`src/radio_test_pkg.sv`:
```
// constants for the radio test and buffer access register bank
package radio_test_pkg;
  // register addresses
  localparam logic [7:0] addr_conv_test    = 8'h2d;
  localparam logic [7:0] addr_tx_conv_test = 8'h2e;
  localparam logic [7:0] addr_top_test     = 8'h2f;
  localparam logic [7:0] addr_spare_bits   = 8'h30;
  localparam logic [7:0] addr_tx_buffer    = 8'h3e;
  localparam logic [7:0] addr_rx_buffer    = 8'h3f;
  // converter test fields
  localparam int conv_clk_gate_bit = 15;
  localparam int conv_i_lsb        = 8;
  localparam int conv_q_lsb        = 0;
  localparam int sample_w          = 7;
  // transmit converter test fields
  localparam int src_lsb           = 12;
  localparam int ovr_i_lsb         = 6;
  localparam int ovr_q_lsb         = 0;
  localparam int ovr_w             = 6;
  // top test fields
  localparam int selftest_bit      = 7;
  localparam int battmon_bit       = 6;
  localparam int vc_dir_bit        = 5;
  localparam int atest_pd_bit      = 4;
  localparam int route_lsb         = 0;
  // reset values
  localparam logic [15:0] top_test_reset = 16'h0010;
  localparam logic [15:0] zero16         = 16'h0000;
  localparam logic [7:0]  zero8          = 8'h00;
  // analog test route codes
  localparam logic [3:0] route_vc_node = 4'h7;
  localparam logic [3:0] route_max     = 4'h8;
  // transmit converter source codes
  typedef enum logic [2:0] {
    src_modulator, src_override, src_rx_high, src_filtered,
    src_noise, src_rx_low, src_magnitude, src_diag
  } tx_src_e;
endpackage

```
`src/radio_test_regs.sv`:
```
// test and buffer access register bank of the radio transceiver
////////////////////////////////////////////////////////////////////////////////

// Overview of operation
// - bit 15 stops receive converter clock
// - bits 14:8 read live I sample
// - bits 6:0 read live Q sample
// - source field selects transmit converter feed
// - override mode uses bits 11:6, 5:0
// - bit 7 starts buffer memory self-test
// - bit 6 enables battery monitor test
// - bit 4 powers down test module
// - route field active only when powered
// - route 7: bit 5 sets node direction
// - spare 16-bit register at 0x30
// - 0x3e write pushes transmit byte
// - 0x3f reads and writes receive bytes
module radio_test_regs (
  input  wire logic        mclk,
  input  wire logic        arst_n,
  input  wire logic [7:0]  reg_addr,
  input  wire logic [15:0] reg_wdata,
  input  wire logic        reg_wr,
  input  wire logic        reg_rd,
  output logic      [15:0] reg_rdata,
  input  wire logic        conv_enable,
  input  wire logic [6:0]  conv_i_sample,
  input  wire logic [6:0]  conv_q_sample,
  output logic             conv_clk_run,
  input  wire logic [5:0]  mod_i,
  input  wire logic [5:0]  mod_q,
  input  wire logic [5:0]  filt_i,
  input  wire logic [5:0]  filt_q,
  input  wire logic [5:0]  noise_val,
  input  wire logic [5:0]  magnitude_val,
  input  wire logic [5:0]  diag_i,
  input  wire logic [5:0]  diag_q,
  output logic      [5:0]  tx_conv_i,
  output logic      [5:0]  tx_conv_q,
  output logic             buffer_selftest_run,
  output logic             battery_monitor_test_out,
  output logic             analog_test_powerdown,
  output logic      [3:0]  analog_test_route,
  output logic             analog_test_active,
  output logic             vc_node_direction,
  output logic      [7:0]  tx_buffer_port,
  output logic             tx_buffer_valid,
  input  wire logic        tx_buffer_ready,
  output logic             tx_buffer_stall,
  input  wire logic [7:0]  rx_buffer_port,
  input  wire logic        rx_buffer_valid,
  output logic             rx_buffer_ready,
  output logic      [7:0]  rx_write_byte,
  output logic             rx_write_strobe
);

  ////////////////////////////////////////////////////////////////////////////
  // address decode
  function automatic logic hit(input logic [7:0] a, input logic [7:0] r);
    hit = (a == r);
  endfunction

  wire logic wr_conv  = reg_wr && hit(reg_addr, radio_test_pkg::addr_conv_test);
  wire logic wr_txc   = reg_wr && hit(reg_addr, radio_test_pkg::addr_tx_conv_test);
  wire logic wr_top   = reg_wr && hit(reg_addr, radio_test_pkg::addr_top_test);
  wire logic wr_spare = reg_wr && hit(reg_addr, radio_test_pkg::addr_spare_bits);
  wire logic wr_txb   = reg_wr && hit(reg_addr, radio_test_pkg::addr_tx_buffer);
  wire logic wr_rxb   = reg_wr && hit(reg_addr, radio_test_pkg::addr_rx_buffer);
  wire logic rd_rxb   = reg_rd && hit(reg_addr, radio_test_pkg::addr_rx_buffer);

  // register storage
  logic        conv_clk_gate;
  logic [14:0] tx_conv_test;
  logic [7:0]  top_test;
  logic [15:0] spare_bits;

  ////////////////////////////////////////////////////////////////////////////
  // writable fields; read-only sample bits are never stored
  // clock gate bit
  always_ff @(posedge mclk or negedge arst_n) begin
    if (!arst_n) begin
      conv_clk_gate <= 1'b0;
    end else if (wr_conv) begin
      conv_clk_gate <= reg_wdata[radio_test_pkg::conv_clk_gate_bit];
    end
  end

  // source and overrides; reserved bit 15 dropped
  always_ff @(posedge mclk or negedge arst_n) begin
    if (!arst_n) begin
      tx_conv_test <= radio_test_pkg::zero16[14:0];
    end else if (wr_txc) begin
      tx_conv_test <= reg_wdata[14:0];
    end
  end

  // top test controls; reserved upper byte dropped
  always_ff @(posedge mclk or negedge arst_n) begin
    if (!arst_n) begin
      top_test <= radio_test_pkg::top_test_reset[7:0];
    end else if (wr_top) begin
      top_test <= reg_wdata[7:0];
    end
  end

  always_ff @(posedge mclk or negedge arst_n) begin
    if (!arst_n) begin
      spare_bits <= radio_test_pkg::zero16;
    end else if (wr_spare) begin
      spare_bits <= reg_wdata;
    end
  end

  ////////////////////////////////////////////////////////////////////////////
  // field views
  wire logic [2:0] src_sel = tx_conv_test[radio_test_pkg::src_lsb +: 3];
  wire logic [5:0] ovr_i   = tx_conv_test[radio_test_pkg::ovr_i_lsb +: radio_test_pkg::ovr_w];
  wire logic [5:0] ovr_q   = tx_conv_test[radio_test_pkg::ovr_q_lsb +: radio_test_pkg::ovr_w];
  wire logic [3:0] route   = top_test[radio_test_pkg::route_lsb +: 4];
  wire logic       pd      = top_test[radio_test_pkg::atest_pd_bit];
  radio_test_pkg::tx_src_e tx_conv_source_sel;
  assign tx_conv_source_sel = radio_test_pkg::tx_src_e'(src_sel);

  logic [5:0] next_tx_i;
  logic [5:0] next_tx_q;
  always_comb begin
    case (tx_conv_source_sel)
      radio_test_pkg::src_modulator: begin
        next_tx_i = mod_i;
        next_tx_q = mod_q;
      end
      radio_test_pkg::src_override: begin
        next_tx_i = ovr_i;
        next_tx_q = ovr_q;
      end
      radio_test_pkg::src_rx_high: begin
        next_tx_i = conv_i_sample[6:1];
        next_tx_q = conv_q_sample[6:1];
      end
      radio_test_pkg::src_filtered: begin
        next_tx_i = filt_i;
        next_tx_q = filt_q;
      end
      radio_test_pkg::src_noise: begin
        next_tx_i = noise_val;
        next_tx_q = ~noise_val;
      end
      radio_test_pkg::src_rx_low: begin
        next_tx_i = conv_i_sample[5:0];
        next_tx_q = conv_q_sample[5:0];
      end
      radio_test_pkg::src_magnitude: begin
        next_tx_i = magnitude_val;
        next_tx_q = magnitude_val;
      end
      radio_test_pkg::src_diag: begin
        next_tx_i = diag_i;
        next_tx_q = diag_q;
      end
      default: begin
        next_tx_i = mod_i;
        next_tx_q = mod_q;
      end
    endcase
  end

  // route valid only when powered up and code in range
  wire logic next_active = !pd && (route <= radio_test_pkg::route_max);

  ////////////////////////////////////////////////////////////////////////////
  // two-entry transmit buffer; write pushes one byte
  logic [7:0] tx_mem [2];
  logic       tx_wp;
  logic       tx_rp;
  logic [1:0] tx_cnt;
  wire logic  tx_full  = (tx_cnt == 2'h2);
  wire logic  tx_push  = wr_txb && !tx_full;
  wire logic  tx_pop   = (tx_cnt != 2'h0) && tx_buffer_ready;
  wire logic [1:0] next_tx_cnt = tx_cnt + {1'b0, tx_push} - {1'b0, tx_pop};

  // buffer pointers and count
  always_ff @(posedge mclk or negedge arst_n) begin
    if (!arst_n) begin
      tx_wp  <= 1'b0;
      tx_rp  <= 1'b0;
      tx_cnt <= 2'h0;
    end else begin
      if (tx_push) tx_wp <= ~tx_wp;
      if (tx_pop) tx_rp <= ~tx_rp;
      tx_cnt <= next_tx_cnt;
    end
  end

  // buffer storage
  always_ff @(posedge mclk or negedge arst_n) begin
    if (!arst_n) begin
      tx_mem[0] <= radio_test_pkg::zero8;
      tx_mem[1] <= radio_test_pkg::zero8;
    end else if (tx_push) begin
      tx_mem[tx_wp] <= reg_wdata[7:0];
    end
  end

  // next head of buffer
  wire logic       next_tx_valid = (next_tx_cnt != 2'h0);
  wire logic       head_idx      = tx_pop ? ~tx_rp : tx_rp;
  wire logic [7:0] next_tx_head  = (tx_cnt == 2'h0) ? reg_wdata[7:0]
                                 : (tx_pop && tx_cnt == 2'h1) ? reg_wdata[7:0]
                                 : tx_mem[head_idx];

  ////////////////////////////////////////////////////////////////////////////
  // two-entry receive buffer; reads pop bytes in order
  logic [7:0] rx_mem [2];
  logic       rx_wp;
  logic       rx_rp;
  logic [1:0] rx_cnt;
  // handshake with the far side and with register reads
  wire logic  rx_fill = rx_buffer_valid && rx_buffer_ready;
  wire logic  rx_have = (rx_cnt != 2'h0);
  wire logic  rx_take = rd_rxb && rx_have;
  wire logic [1:0] next_rx_cnt = rx_cnt + {1'b0, rx_fill} - {1'b0, rx_take};
  wire logic [7:0] rx_head     = rx_mem[rx_rp];

  // receive pointers and count
  always_ff @(posedge mclk or negedge arst_n) begin
    if (!arst_n) begin
      rx_wp  <= 1'b0;
      rx_rp  <= 1'b0;
      rx_cnt <= 2'h0;
    end else begin
      if (rx_fill) rx_wp <= ~rx_wp;
      if (rx_take) rx_rp <= ~rx_rp;
      rx_cnt <= next_rx_cnt;
    end
  end

  // receive storage, filled only while an entry is free
  always_ff @(posedge mclk or negedge arst_n) begin
    if (!arst_n) begin
      rx_mem[0] <= radio_test_pkg::zero8;
      rx_mem[1] <= radio_test_pkg::zero8;
    end else if (rx_fill) begin
      rx_mem[rx_wp] <= rx_buffer_port;
    end
  end

  ////////////////////////////////////////////////////////////////////////////
  // read data mux
  logic [15:0] next_rdata;
  always_comb begin
    next_rdata = radio_test_pkg::zero16;
    if (reg_rd) begin
      case (reg_addr)
        radio_test_pkg::addr_conv_test:
          next_rdata = {conv_clk_gate, conv_i_sample, 1'b0, conv_q_sample};
        radio_test_pkg::addr_tx_conv_test: next_rdata = {1'b0, tx_conv_test};
        radio_test_pkg::addr_top_test:     next_rdata = {8'h00, top_test};
        radio_test_pkg::addr_spare_bits:   next_rdata = spare_bits;
        radio_test_pkg::addr_rx_buffer:
          next_rdata = rx_have ? {8'h00, rx_head} : radio_test_pkg::zero16;
        default: next_rdata = radio_test_pkg::zero16;
      endcase
    end
  end

  ////////////////////////////////////////////////////////////////////////////
  // registered read data, stands one cycle after the strobe
  always_ff @(posedge mclk or negedge arst_n) begin
    if (!arst_n) begin
      reg_rdata <= radio_test_pkg::zero16;
    end else begin
      reg_rdata <= next_rdata;
    end
  end

  // clock runs when enabled and not gated
  always_ff @(posedge mclk or negedge arst_n) begin
    if (!arst_n) begin
      conv_clk_run <= 1'b0;
    end else begin
      conv_clk_run <= conv_enable && !conv_clk_gate;
    end
  end

  // selected converter feed, one cycle late
  always_ff @(posedge mclk or negedge arst_n) begin
    if (!arst_n) begin
      tx_conv_i <= 6'h00;
      tx_conv_q <= 6'h00;
    end else begin
      tx_conv_i <= next_tx_i;
      tx_conv_q <= next_tx_q;
    end
  end

  // self-test start and battery monitor test
  always_ff @(posedge mclk or negedge arst_n) begin
    if (!arst_n) begin
      buffer_selftest_run      <= 1'b0;
      battery_monitor_test_out <= 1'b0;
    end else begin
      buffer_selftest_run      <= top_test[radio_test_pkg::selftest_bit];
      battery_monitor_test_out <= top_test[radio_test_pkg::battmon_bit];
    end
  end

  always_ff @(posedge mclk or negedge arst_n) begin
    if (!arst_n) begin
      analog_test_powerdown <= 1'b1;
      analog_test_route     <= 4'h0;
      analog_test_active    <= 1'b0;
    end else begin
      analog_test_powerdown <= pd;
      analog_test_route     <= route;
      analog_test_active    <= next_active;
    end
  end

  // node direction only in route 7
  always_ff @(posedge mclk or negedge arst_n) begin
    if (!arst_n) begin
      vc_node_direction <= 1'b0;
    end else begin
      vc_node_direction <= next_active && (route == radio_test_pkg::route_vc_node)
                           && top_test[radio_test_pkg::vc_dir_bit];
    end
  end

  // head byte and fill state towards the far side
  always_ff @(posedge mclk or negedge arst_n) begin
    if (!arst_n) begin
      tx_buffer_port  <= radio_test_pkg::zero8;
      tx_buffer_valid <= 1'b0;
      tx_buffer_stall <= 1'b0;
    end else begin
      tx_buffer_port  <= next_tx_head;
      tx_buffer_valid <= next_tx_valid;
      tx_buffer_stall <= (next_tx_cnt == 2'h2);
    end
  end

  // receive space; low out of reset only delays the first fill
  always_ff @(posedge mclk or negedge arst_n) begin
    if (!arst_n) begin
      rx_buffer_ready <= 1'b0;
    end else begin
      rx_buffer_ready <= (next_rx_cnt != 2'h2);
    end
  end

  // byte writes to the receive address
  always_ff @(posedge mclk or negedge arst_n) begin
    if (!arst_n) begin
      rx_write_byte   <= radio_test_pkg::zero8;
      rx_write_strobe <= 1'b0;
    end else begin
      rx_write_byte   <= wr_rxb ? reg_wdata[7:0] : rx_write_byte;
      rx_write_strobe <= wr_rxb;
    end
  end

endmodule

```
`config.mk`:
```
export PLATFORM = sky130hd
export DESIGN_NAME = radio_test_regs
export DESIGN_NICKNAME = d
export VERILOG_FILES = /design/src/radio_test_pkg.sv /design/src/radio_test_regs.sv
export SDC_FILE = /design/constraint.sdc
export NUM_CORES = 1
export LEC_CHECK = 0
export BUFFER_PORTS_ARGS = -buffer_cell sky130_fd_sc_hd__buf_2
export CAP_MARGIN = 0
export CORE_MARGIN = 2
export CORE_UTILIZATION = 55
export DETAILED_ROUTE_END_ITERATION = 6
export GPL_TIMING_DRIVEN = 0
export PLACE_DENSITY = 0.85
export SLEW_MARGIN = 20
export SYNTH_ARGS = -nofsm -noshare
export SYNTH_HDL_FRONTEND = slang
export SYNTH_SLANG_ARGS = --single-unit
```
`constraint.sdc`:
```
create_clock -name mclk -period 4.8 [get_ports mclk]
set_input_delay 0.24 -clock mclk [delete_from_list [all_inputs] [get_ports mclk]]
set_output_delay 0.24 -clock mclk [all_outputs]
set_load 0.05 [all_outputs]
```
==> results of run 1 <==
-- per-layer routing --
metal  track usage [%]  vias up  part of all wire, %
li1                  -     2203                    -
met1             39.35     2471                   42
met2             46.55      203                   49
met3             6.532       48                  6.4
met4             13.41        0                  3.2
met5                 0        -                    0
-- flip-flops by register name, summed over array words and instances (netlist names), 2 cells and up --
register           cells
tx_cnt                 2
tx_conv_test          15
tx_buffer_port         8
rx_mem                16
rx_cnt                 2
top_test               8
reg_rdata             16
rx_write_byte          8
spare_bits            16
analog_test_route      4
tx_mem                16
tx_conv_q              6
tx_conv_i              6
-- through the flow --
stage | instance area, um^2 | setup WS, ps
after floorplan | 6409 | 2707
after global placement | 7373 | 1755
after detailed placement | 7411 | 2236
after CTS | 8041 | 2672
after global routing | 8044 | 2498
final | 8044 | 2622
-- power by group through the flow --
stage	sequential (mW)	clock (mW)	combinational, mW
finish	1.44	1.39	0.860
global route	1.46	1.44	0.922
CTS	1.44	1.39	0.864
detailed placement	1.46	0	0.857
global placement	1.44	0	0.834
floorplan	1.65	0	0.395
-- final cells by class --
type	count	area, um^2	area share (%)
Antenna cell	1	2.502	0.03111
Clock inverter	11	170.2	2.115
Timing Repair Buffer	159	833.3	10.36
Inverter	15	56.30	0.7000
Multi-Input combinational cell	324	2775	34.50
Tap cell	143	178.9	2.224
Clock buffer	21	450.4	5.600
Buffer	26	121.4	1.509
Sequential cell	138	3456	42.96
-- worst register-to-register path: stages, from the launching register on --
cell and delay, ps:
dfrtp_1 360, clkbuf_1 360, buf_2 310, buf_1 560
o21ai_0 190, o211ai_1 160, a31oi_1 110
-- cells in the mapped netlist, drive strengths merged, types with 3 or more instances --
library cell and n:
a22oi 18, clkbuf 10, a31oi 8, ha 4, buf 16, dfrtp 136
xnor2 5, a221oi 6, inv 13, o21ai 7, mux2 91, or3 3
nor2b 10, o31a 3, o22a 3, nand3 6, nand2b 4, nor2 38
a22o 14, mux2i 17, nor3 3, a21oi 26, nand2 22, mux4 8
-- kinds of logic after synthesis --
group,count (synthesis),share of synthesized area (%)
xor+xnor,7,1.074
buf+inv,41,2.773
flops,138,53.92
mux,116,22.04
fa+ha+maj,4,0.7810
compound gates,94,10.54
simple gates,103,8.864
-- worst max path at each step --
stage | endpoint | slack (ps) | cells past startpoint
global placement | rx_mem[11] | 1750 | 1
detailed placement | rx_buffer_ready | 2240 | 10
floorplan | rx_buffer_ready | 2710 | 9
global route | rx_buffer_ready | 2500 | 10
finish | tx_conv_q[5] | 2620 | 6
CTS | rx_buffer_ready | 2670 | 10
==> summary.md, run 1 <==
| Metric | Value |
|---|---|
| Status | finished clean |
| Post CTS Setup Buffer Count | 0 |
| CTS tree | yes |
| Most common cell after layout, fill and taps aside | buf_2 |
| Die area | 12530 um^2 |
| CTS max path bufs | 2 |
| Worst EP required | 5100 ps |
| Yosys top cell by area | dfrtp_1 |
| Yosys reg bits | 138 |
| Max Slew Vio Count | 0 |
| Initial core utilization | 56.13% |
| Worst vdd ir | ~0.00038 V |
| Min-delay src | mod_q[3] |
| Worst Setup SP | tx_conv_test[12] |
| Worst-Margin Slew | approximately 690 ps |
| I/O Pins | between 150 and 200 |
| Total Wirelength | 17980 um |
| Final GP Congestion | around 0.93 |
| Root Buffer | clkbuf_16 |
| Hold/Removal Path Class | primary input to flip-flop |
| CTS Buf Count | 17 |
| Hold Buf Count CTS | 1 |
| Largest net degree at the start of global routing | 96 |
| Tcrit/Tclk final | 45.37% |
| R2R Setup Slk | 2620 ps |
| Clk pwr share | 37.6% |
| Routed len/inst | 21.45 um |
| Grt total ovfl | 0 |
| CP Class | flip-flop to flip-flop |
| CP Launch Type | flip-flop |
| Total power | 3.685 mW |
| CTS-repair resized insts | 0 |
| Combinational Power Share | 23.3% |
| Path depth of the worst reg2reg path | 6 |
| Critical path's slowest cell | buf_1 |
| Port bufs | approximately 160 |
| Syn_nets | 608 |
| Initial antenna violation count | 1 |
| Leak Pwr | roughly 4.0 nW |
| Drt initial violations | 438 |
| Core outline area | 11420 um^2 |
| Global-route wire length before repair | about 28000 um |
| Chip Width | about 110 um |
| Most frequent cells in the layout | buf_2, dfrtp_1, mux2_2, nor2_1, a21oi_1 |
| Avg Cell Area, Syn | 12.74 um^2 |
| Endpoints failing setup | 0 |
| Fmax | between 0.4 and 0.5 GHz |
| Seq pwr share | about two fifths |
| All-layer global routing usage | 29.44% |
| DP HPWL | 12990 um |
| Psw | approximately 1.1 mW |
| Critical Path End Type | flip-flop |
| Syn Std Cell Area | 6409 um^2 |
| Nets@finish | 786 |
| Relative slew slack | 54.20% |
| Clk sinks | 138 |
| Slowest stage delay, CP | 560 ps |
| CTS H-tree depth | 4 |
| Vias in the first global route | between 5000 and 6000 |
| Worst reg2reg path startpoint | tx_conv_test[12] |
| Vias per inst | 5.877 |
| Placed Cells | 804 |
| Crit-path max FO | 10 |
| Pwr Density | 458.1 nW/um^2 |
| Worst path top cell family by delay | buffers and inverters |
| Max_cap viols | 0 |
| TNS Setup | 0 ps |
| Post-synthesis sequential area ratio | 53.92% |
| Asr flop ratio synth | 100.0% |
| Core Util, Final | 70.45% |
| Pint | 2.545 mW |
| Top cell type's share of synthesized area | 53.10% |
| Crit path DAT | between 2000 and 2500 ps |
| Synth-to-Final Area Change | 25.52% |
| ANT nets after route | 0 |
| CP cell instances | clkbuf_1 -> buf_2 -> buf_1 -> o21ai_0 -> o211ai_1 -> a31oi_1 |
| Post-Syn Instances | 503 |
| Clock skew | 8.511 ps |
| 1st-pass router iterations | 5 |
| Post-synth EDFFs | 0 |
| Worst path bufs/invs | 3 |
| Unique cell type count in the Yosys netlist | 60 |
| Hold Crit Depth | 3 |
| Final Hold Fails | 0 |
| Later-pin clock latency in the skew report | between 400 and 500 ps |
| Synth Flop Type | dfrtp_1 |
| Detailed-route DRC error count | 0 |
| Worst-path clk slew | around 60 ps |
| DR vias | 4925 |
| Tmin final | about 2200 ps |
| Reg2Reg Capture Point | tx_conv_q[5] |
| Worst hold endpoint | tx_conv_q[3] |
| Sw frac | 30.94% |
| Share of layout cells above drive strength 1 | 41.64% |
| Die Y | 111.9 um |
| Num rows | 39 |
| Fillcell total | 851 |
| Worst hold margin | roughly 35 ps |
| Synth area leaders | dfrtp_1, mux2_2, mux2_1, mux4_2, mux2i_1 |
| Synth warnings | 0 |
| RSZ-0062 raised after global routing | false |
| Finished Layout Cells | between 800 and 900 |
No activity file was read; power rests on OpenSTA's default activity.
==> inputs of run 2 (changes only) <==
Settings changed: CORE_UTILIZATION 55 to 53, PLACE_DENSITY 0.85 to 0.82.
Clock period 4.8 ns to 2.05 ns, I/O delays scaled along.
==> summary.md, run 2 (synthesized netlist as in run 1, its figures left out) <==
| Metric | Value |
|---|---|
| Status | finished clean |
| Initial antenna violation count | 0 (-1) |
| CTS tree | yes |
| CP Launch Type | flip-flop |
| Synth-to-Final Area Change | 29.60% |
| Clk sinks | 138 (unchanged) |
| Initial core utilization | 53.80% (-2.3 points) |
| Max Slew Vio Count | 0 (unchanged) |
| Most frequent cells in the layout | buf_2, dfrtp_1, mux2_2, nor2_1, dlygate4sd3_1 |
| Min-delay src | reg_wdata[0] |
| Pwr Density | 1023 nW/um^2 (+120%) |
| Most common cell after layout, fill and taps aside | buf_2 |
| Crit path DAT | 2320 ps (-150 ps) |
| CTS H-tree depth | 4 (unchanged) |
| CP Class | flip-flop to flip-flop |
| Dpl cell area | 7416 um^2 (about the same) |
| Vias in the first global route | 5183 (+0.74%) |
| Reg2Reg Capture Point | rx_cnt[1] |
| Global-route wire length before repair | 28430 um (+1.3%) |
| Vias per inst | 5.830 (-0.80%) |
| Critical Path End Type | flip-flop |
| Chip Width | 114.0 um (+1.8%) |
| Final GP Congestion | 0.9368 (+0.69%) |
| Total power | 8.501 mW (+130%) |
| Endpoints failing setup | 0 (unchanged) |
| Num rows | 40 (+2.6%) |
| Setup WS pre-CTS | -370.3 ps (-2606 ps) |
| Drt initial violations | 523 (+19%) |
| Relative slew slack | 54.49% (+0.29 points) |
| 1st-pass router iterations | 5 (unchanged) |
| Core Util, Final | 69.73% (-0.72 points) |
| Tcrit/Tclk final | 95.69% (+50 points) |
| Worst reg2reg path startpoint | rx_cnt[1] |
| Later-pin clock latency in the skew report | 420 ps (about the same) |
| Detailed-route DRC error count | 0 (unchanged) |
| Leak Pwr | 4.131 nW (+3.1%) |
| Grt total ovfl | 0 (unchanged) |
| Total Wirelength | 18280 um (+1.7%) |
| Max_cap viols | 0 (unchanged) |
| Worst hold endpoint | tx_mem[0] |
| Tmin final | 1962 ps (-216.0 ps) |
| CTS max path bufs | 2 (unchanged) |
| R2R Setup Slk | 90 ps (-2530 ps) |
| Finished Layout Cells | 870 (+3.8%) |
| ANT nets after route | 0 (unchanged) |
| Crit-path max FO | 5 (-5) |
| Die area | 12990 um^2 (+3.6%) |
| Fmax | 0.5098 GHz (+11%) |
| Placed Cells | 808 (+0.50%) |
| Path depth of the worst reg2reg path | 9 (+3) |
| Worst-path clk slew | 60 ps (about the same) |
| Clock skew | 6.372 ps (-2.139 ps) |
| Share of layout cells above drive strength 1 | 41.08% (-0.56 points) |
| DP HPWL | 12960 um (-0.23%) |
| Antenna diodes | 0 (-1) |
| Hold/Removal Path Class | primary input to flip-flop |
| Final WS setup | 88.38 ps (-2534 ps) |
| Worst vdd ir | 0.0008232 V (+120%) |
| Port bufs | 157 (unchanged) |
| DR vias | 5072 (+3.0%) |
| CTS Buf Count | 17 (unchanged) |
| Hold Crit Depth | 2 (-1) |
| Root Buffer | clkbuf_16 |
| Core outline area | 11910 um^2 (+4.3%) |
| I/O Pins | 159 (unchanged) |
| Nets@finish | 815 (+3.7%) |
| Final Hold Fails | 0 (unchanged) |
| Final instance area | 8305 um^2 (+3.3%) |
| All-layer global routing usage | 29.24% (-0.20 points) |
| Worst EP required | 2410 ps (-2690 ps) |
| Routed len/inst | 21.01 um (-2.0%) |
| Largest net degree at the start of global routing | 96 (unchanged) |
| Worst-Margin Slew | 680.9 ps (-6.195 ps) |
| Die Y | 114.0 um (+1.8%) |
run 2: cell count changes in the layout (fill, tap and decap cells not counted), moves of 2 or more:
| cell | delta |
|---|---|
| clkbuf_2 | +2 |
| dlygate4sd3_1 | +28 |
| clkinv_2 | +4 |
| clkbuf_1 | -3 |
| bufinv_16 | -2 |
run 2: metal layers:
layer / global-route usage (%) / share of wire (%) / vias to the layer above
li1: - / - / 2258
met1: 38.47 / 41 / 2549
met2: 47.38 / 50 / 220
met3: 7.173 / 5.9 / 45
met4: 10.81 / 2.6 / 0
met5: 0 / 0 / -
run 2: worst max-delay path, cell delays in order, from the launching register on:
cell and delay (ps):
dfrtp_1 410, nor2_2 170, nor3_2 90, and2_4 190, ha_1 260, inv_1 40
ha_1 190, xnor2_1 130, xnor2_1 240, buf_4 170
run 2: area by class of cell:
type,instances,area (um^2)
tap,147,183.9
clock inverter,12,122.6
inverter,15,56.30
clock buffer,20,456.7
multi-input combinational,324,2785
sequential,138,3456
timing repair buffer,188,1121
fill,886,3606
buffer,26,123.9
run 2: how the worst max path moves through the flow:
| stage | from | cells past startpoint | to | slack [ps] |
|---|---|---|---|---|
| 3_5_place_dp | reg_addr[6] | 10 | rx_buffer_ready | -370 |
| 2_1_floorplan | reg_addr[6] | 9 | rx_buffer_ready | 90 |
| 6_report | rx_cnt[1] | 9 | rx_cnt[1] | 90 |
| 4_1_cts | tx_conv_test[12] | 6 | tx_conv_q[5] | 7 |
| 5_1_grt | rx_cnt[1] | 9 | rx_buffer_ready | -20 |
| 3_3_place_gp | arst_n | 1 | tx_mem[2] | -880 |
run 2: metrics by stage:
step                      hold slack (ps)  setup TNS, ps
after CTS                           2.726              0
after floorplan                    -193.1              0
after detailed placement            17.04         -692.2
after global placement              329.0        -119490
final                               22.02              0
after global routing                24.25         -25.69
run 2: where the power goes:
group	switching [mW]	leakage [nW]	internal [mW]
Combinational	1.32	2.04	0.797
Clock	1.17	0.286	1.84
Sequential	0.220	1.81	3.15
run 2: repair_timing:
| item | CTS | global route |
|---|---|---|
| pin swaps | 1 | 1 |
| hold buffers | 29 | 0 |
| buffers inserted | 1 | 0 |
| hold endpoints to repair | 104 | 0 |
| gates resized for setup | 1 | 5 |
| setup endpoints to repair | 2 | 7 |
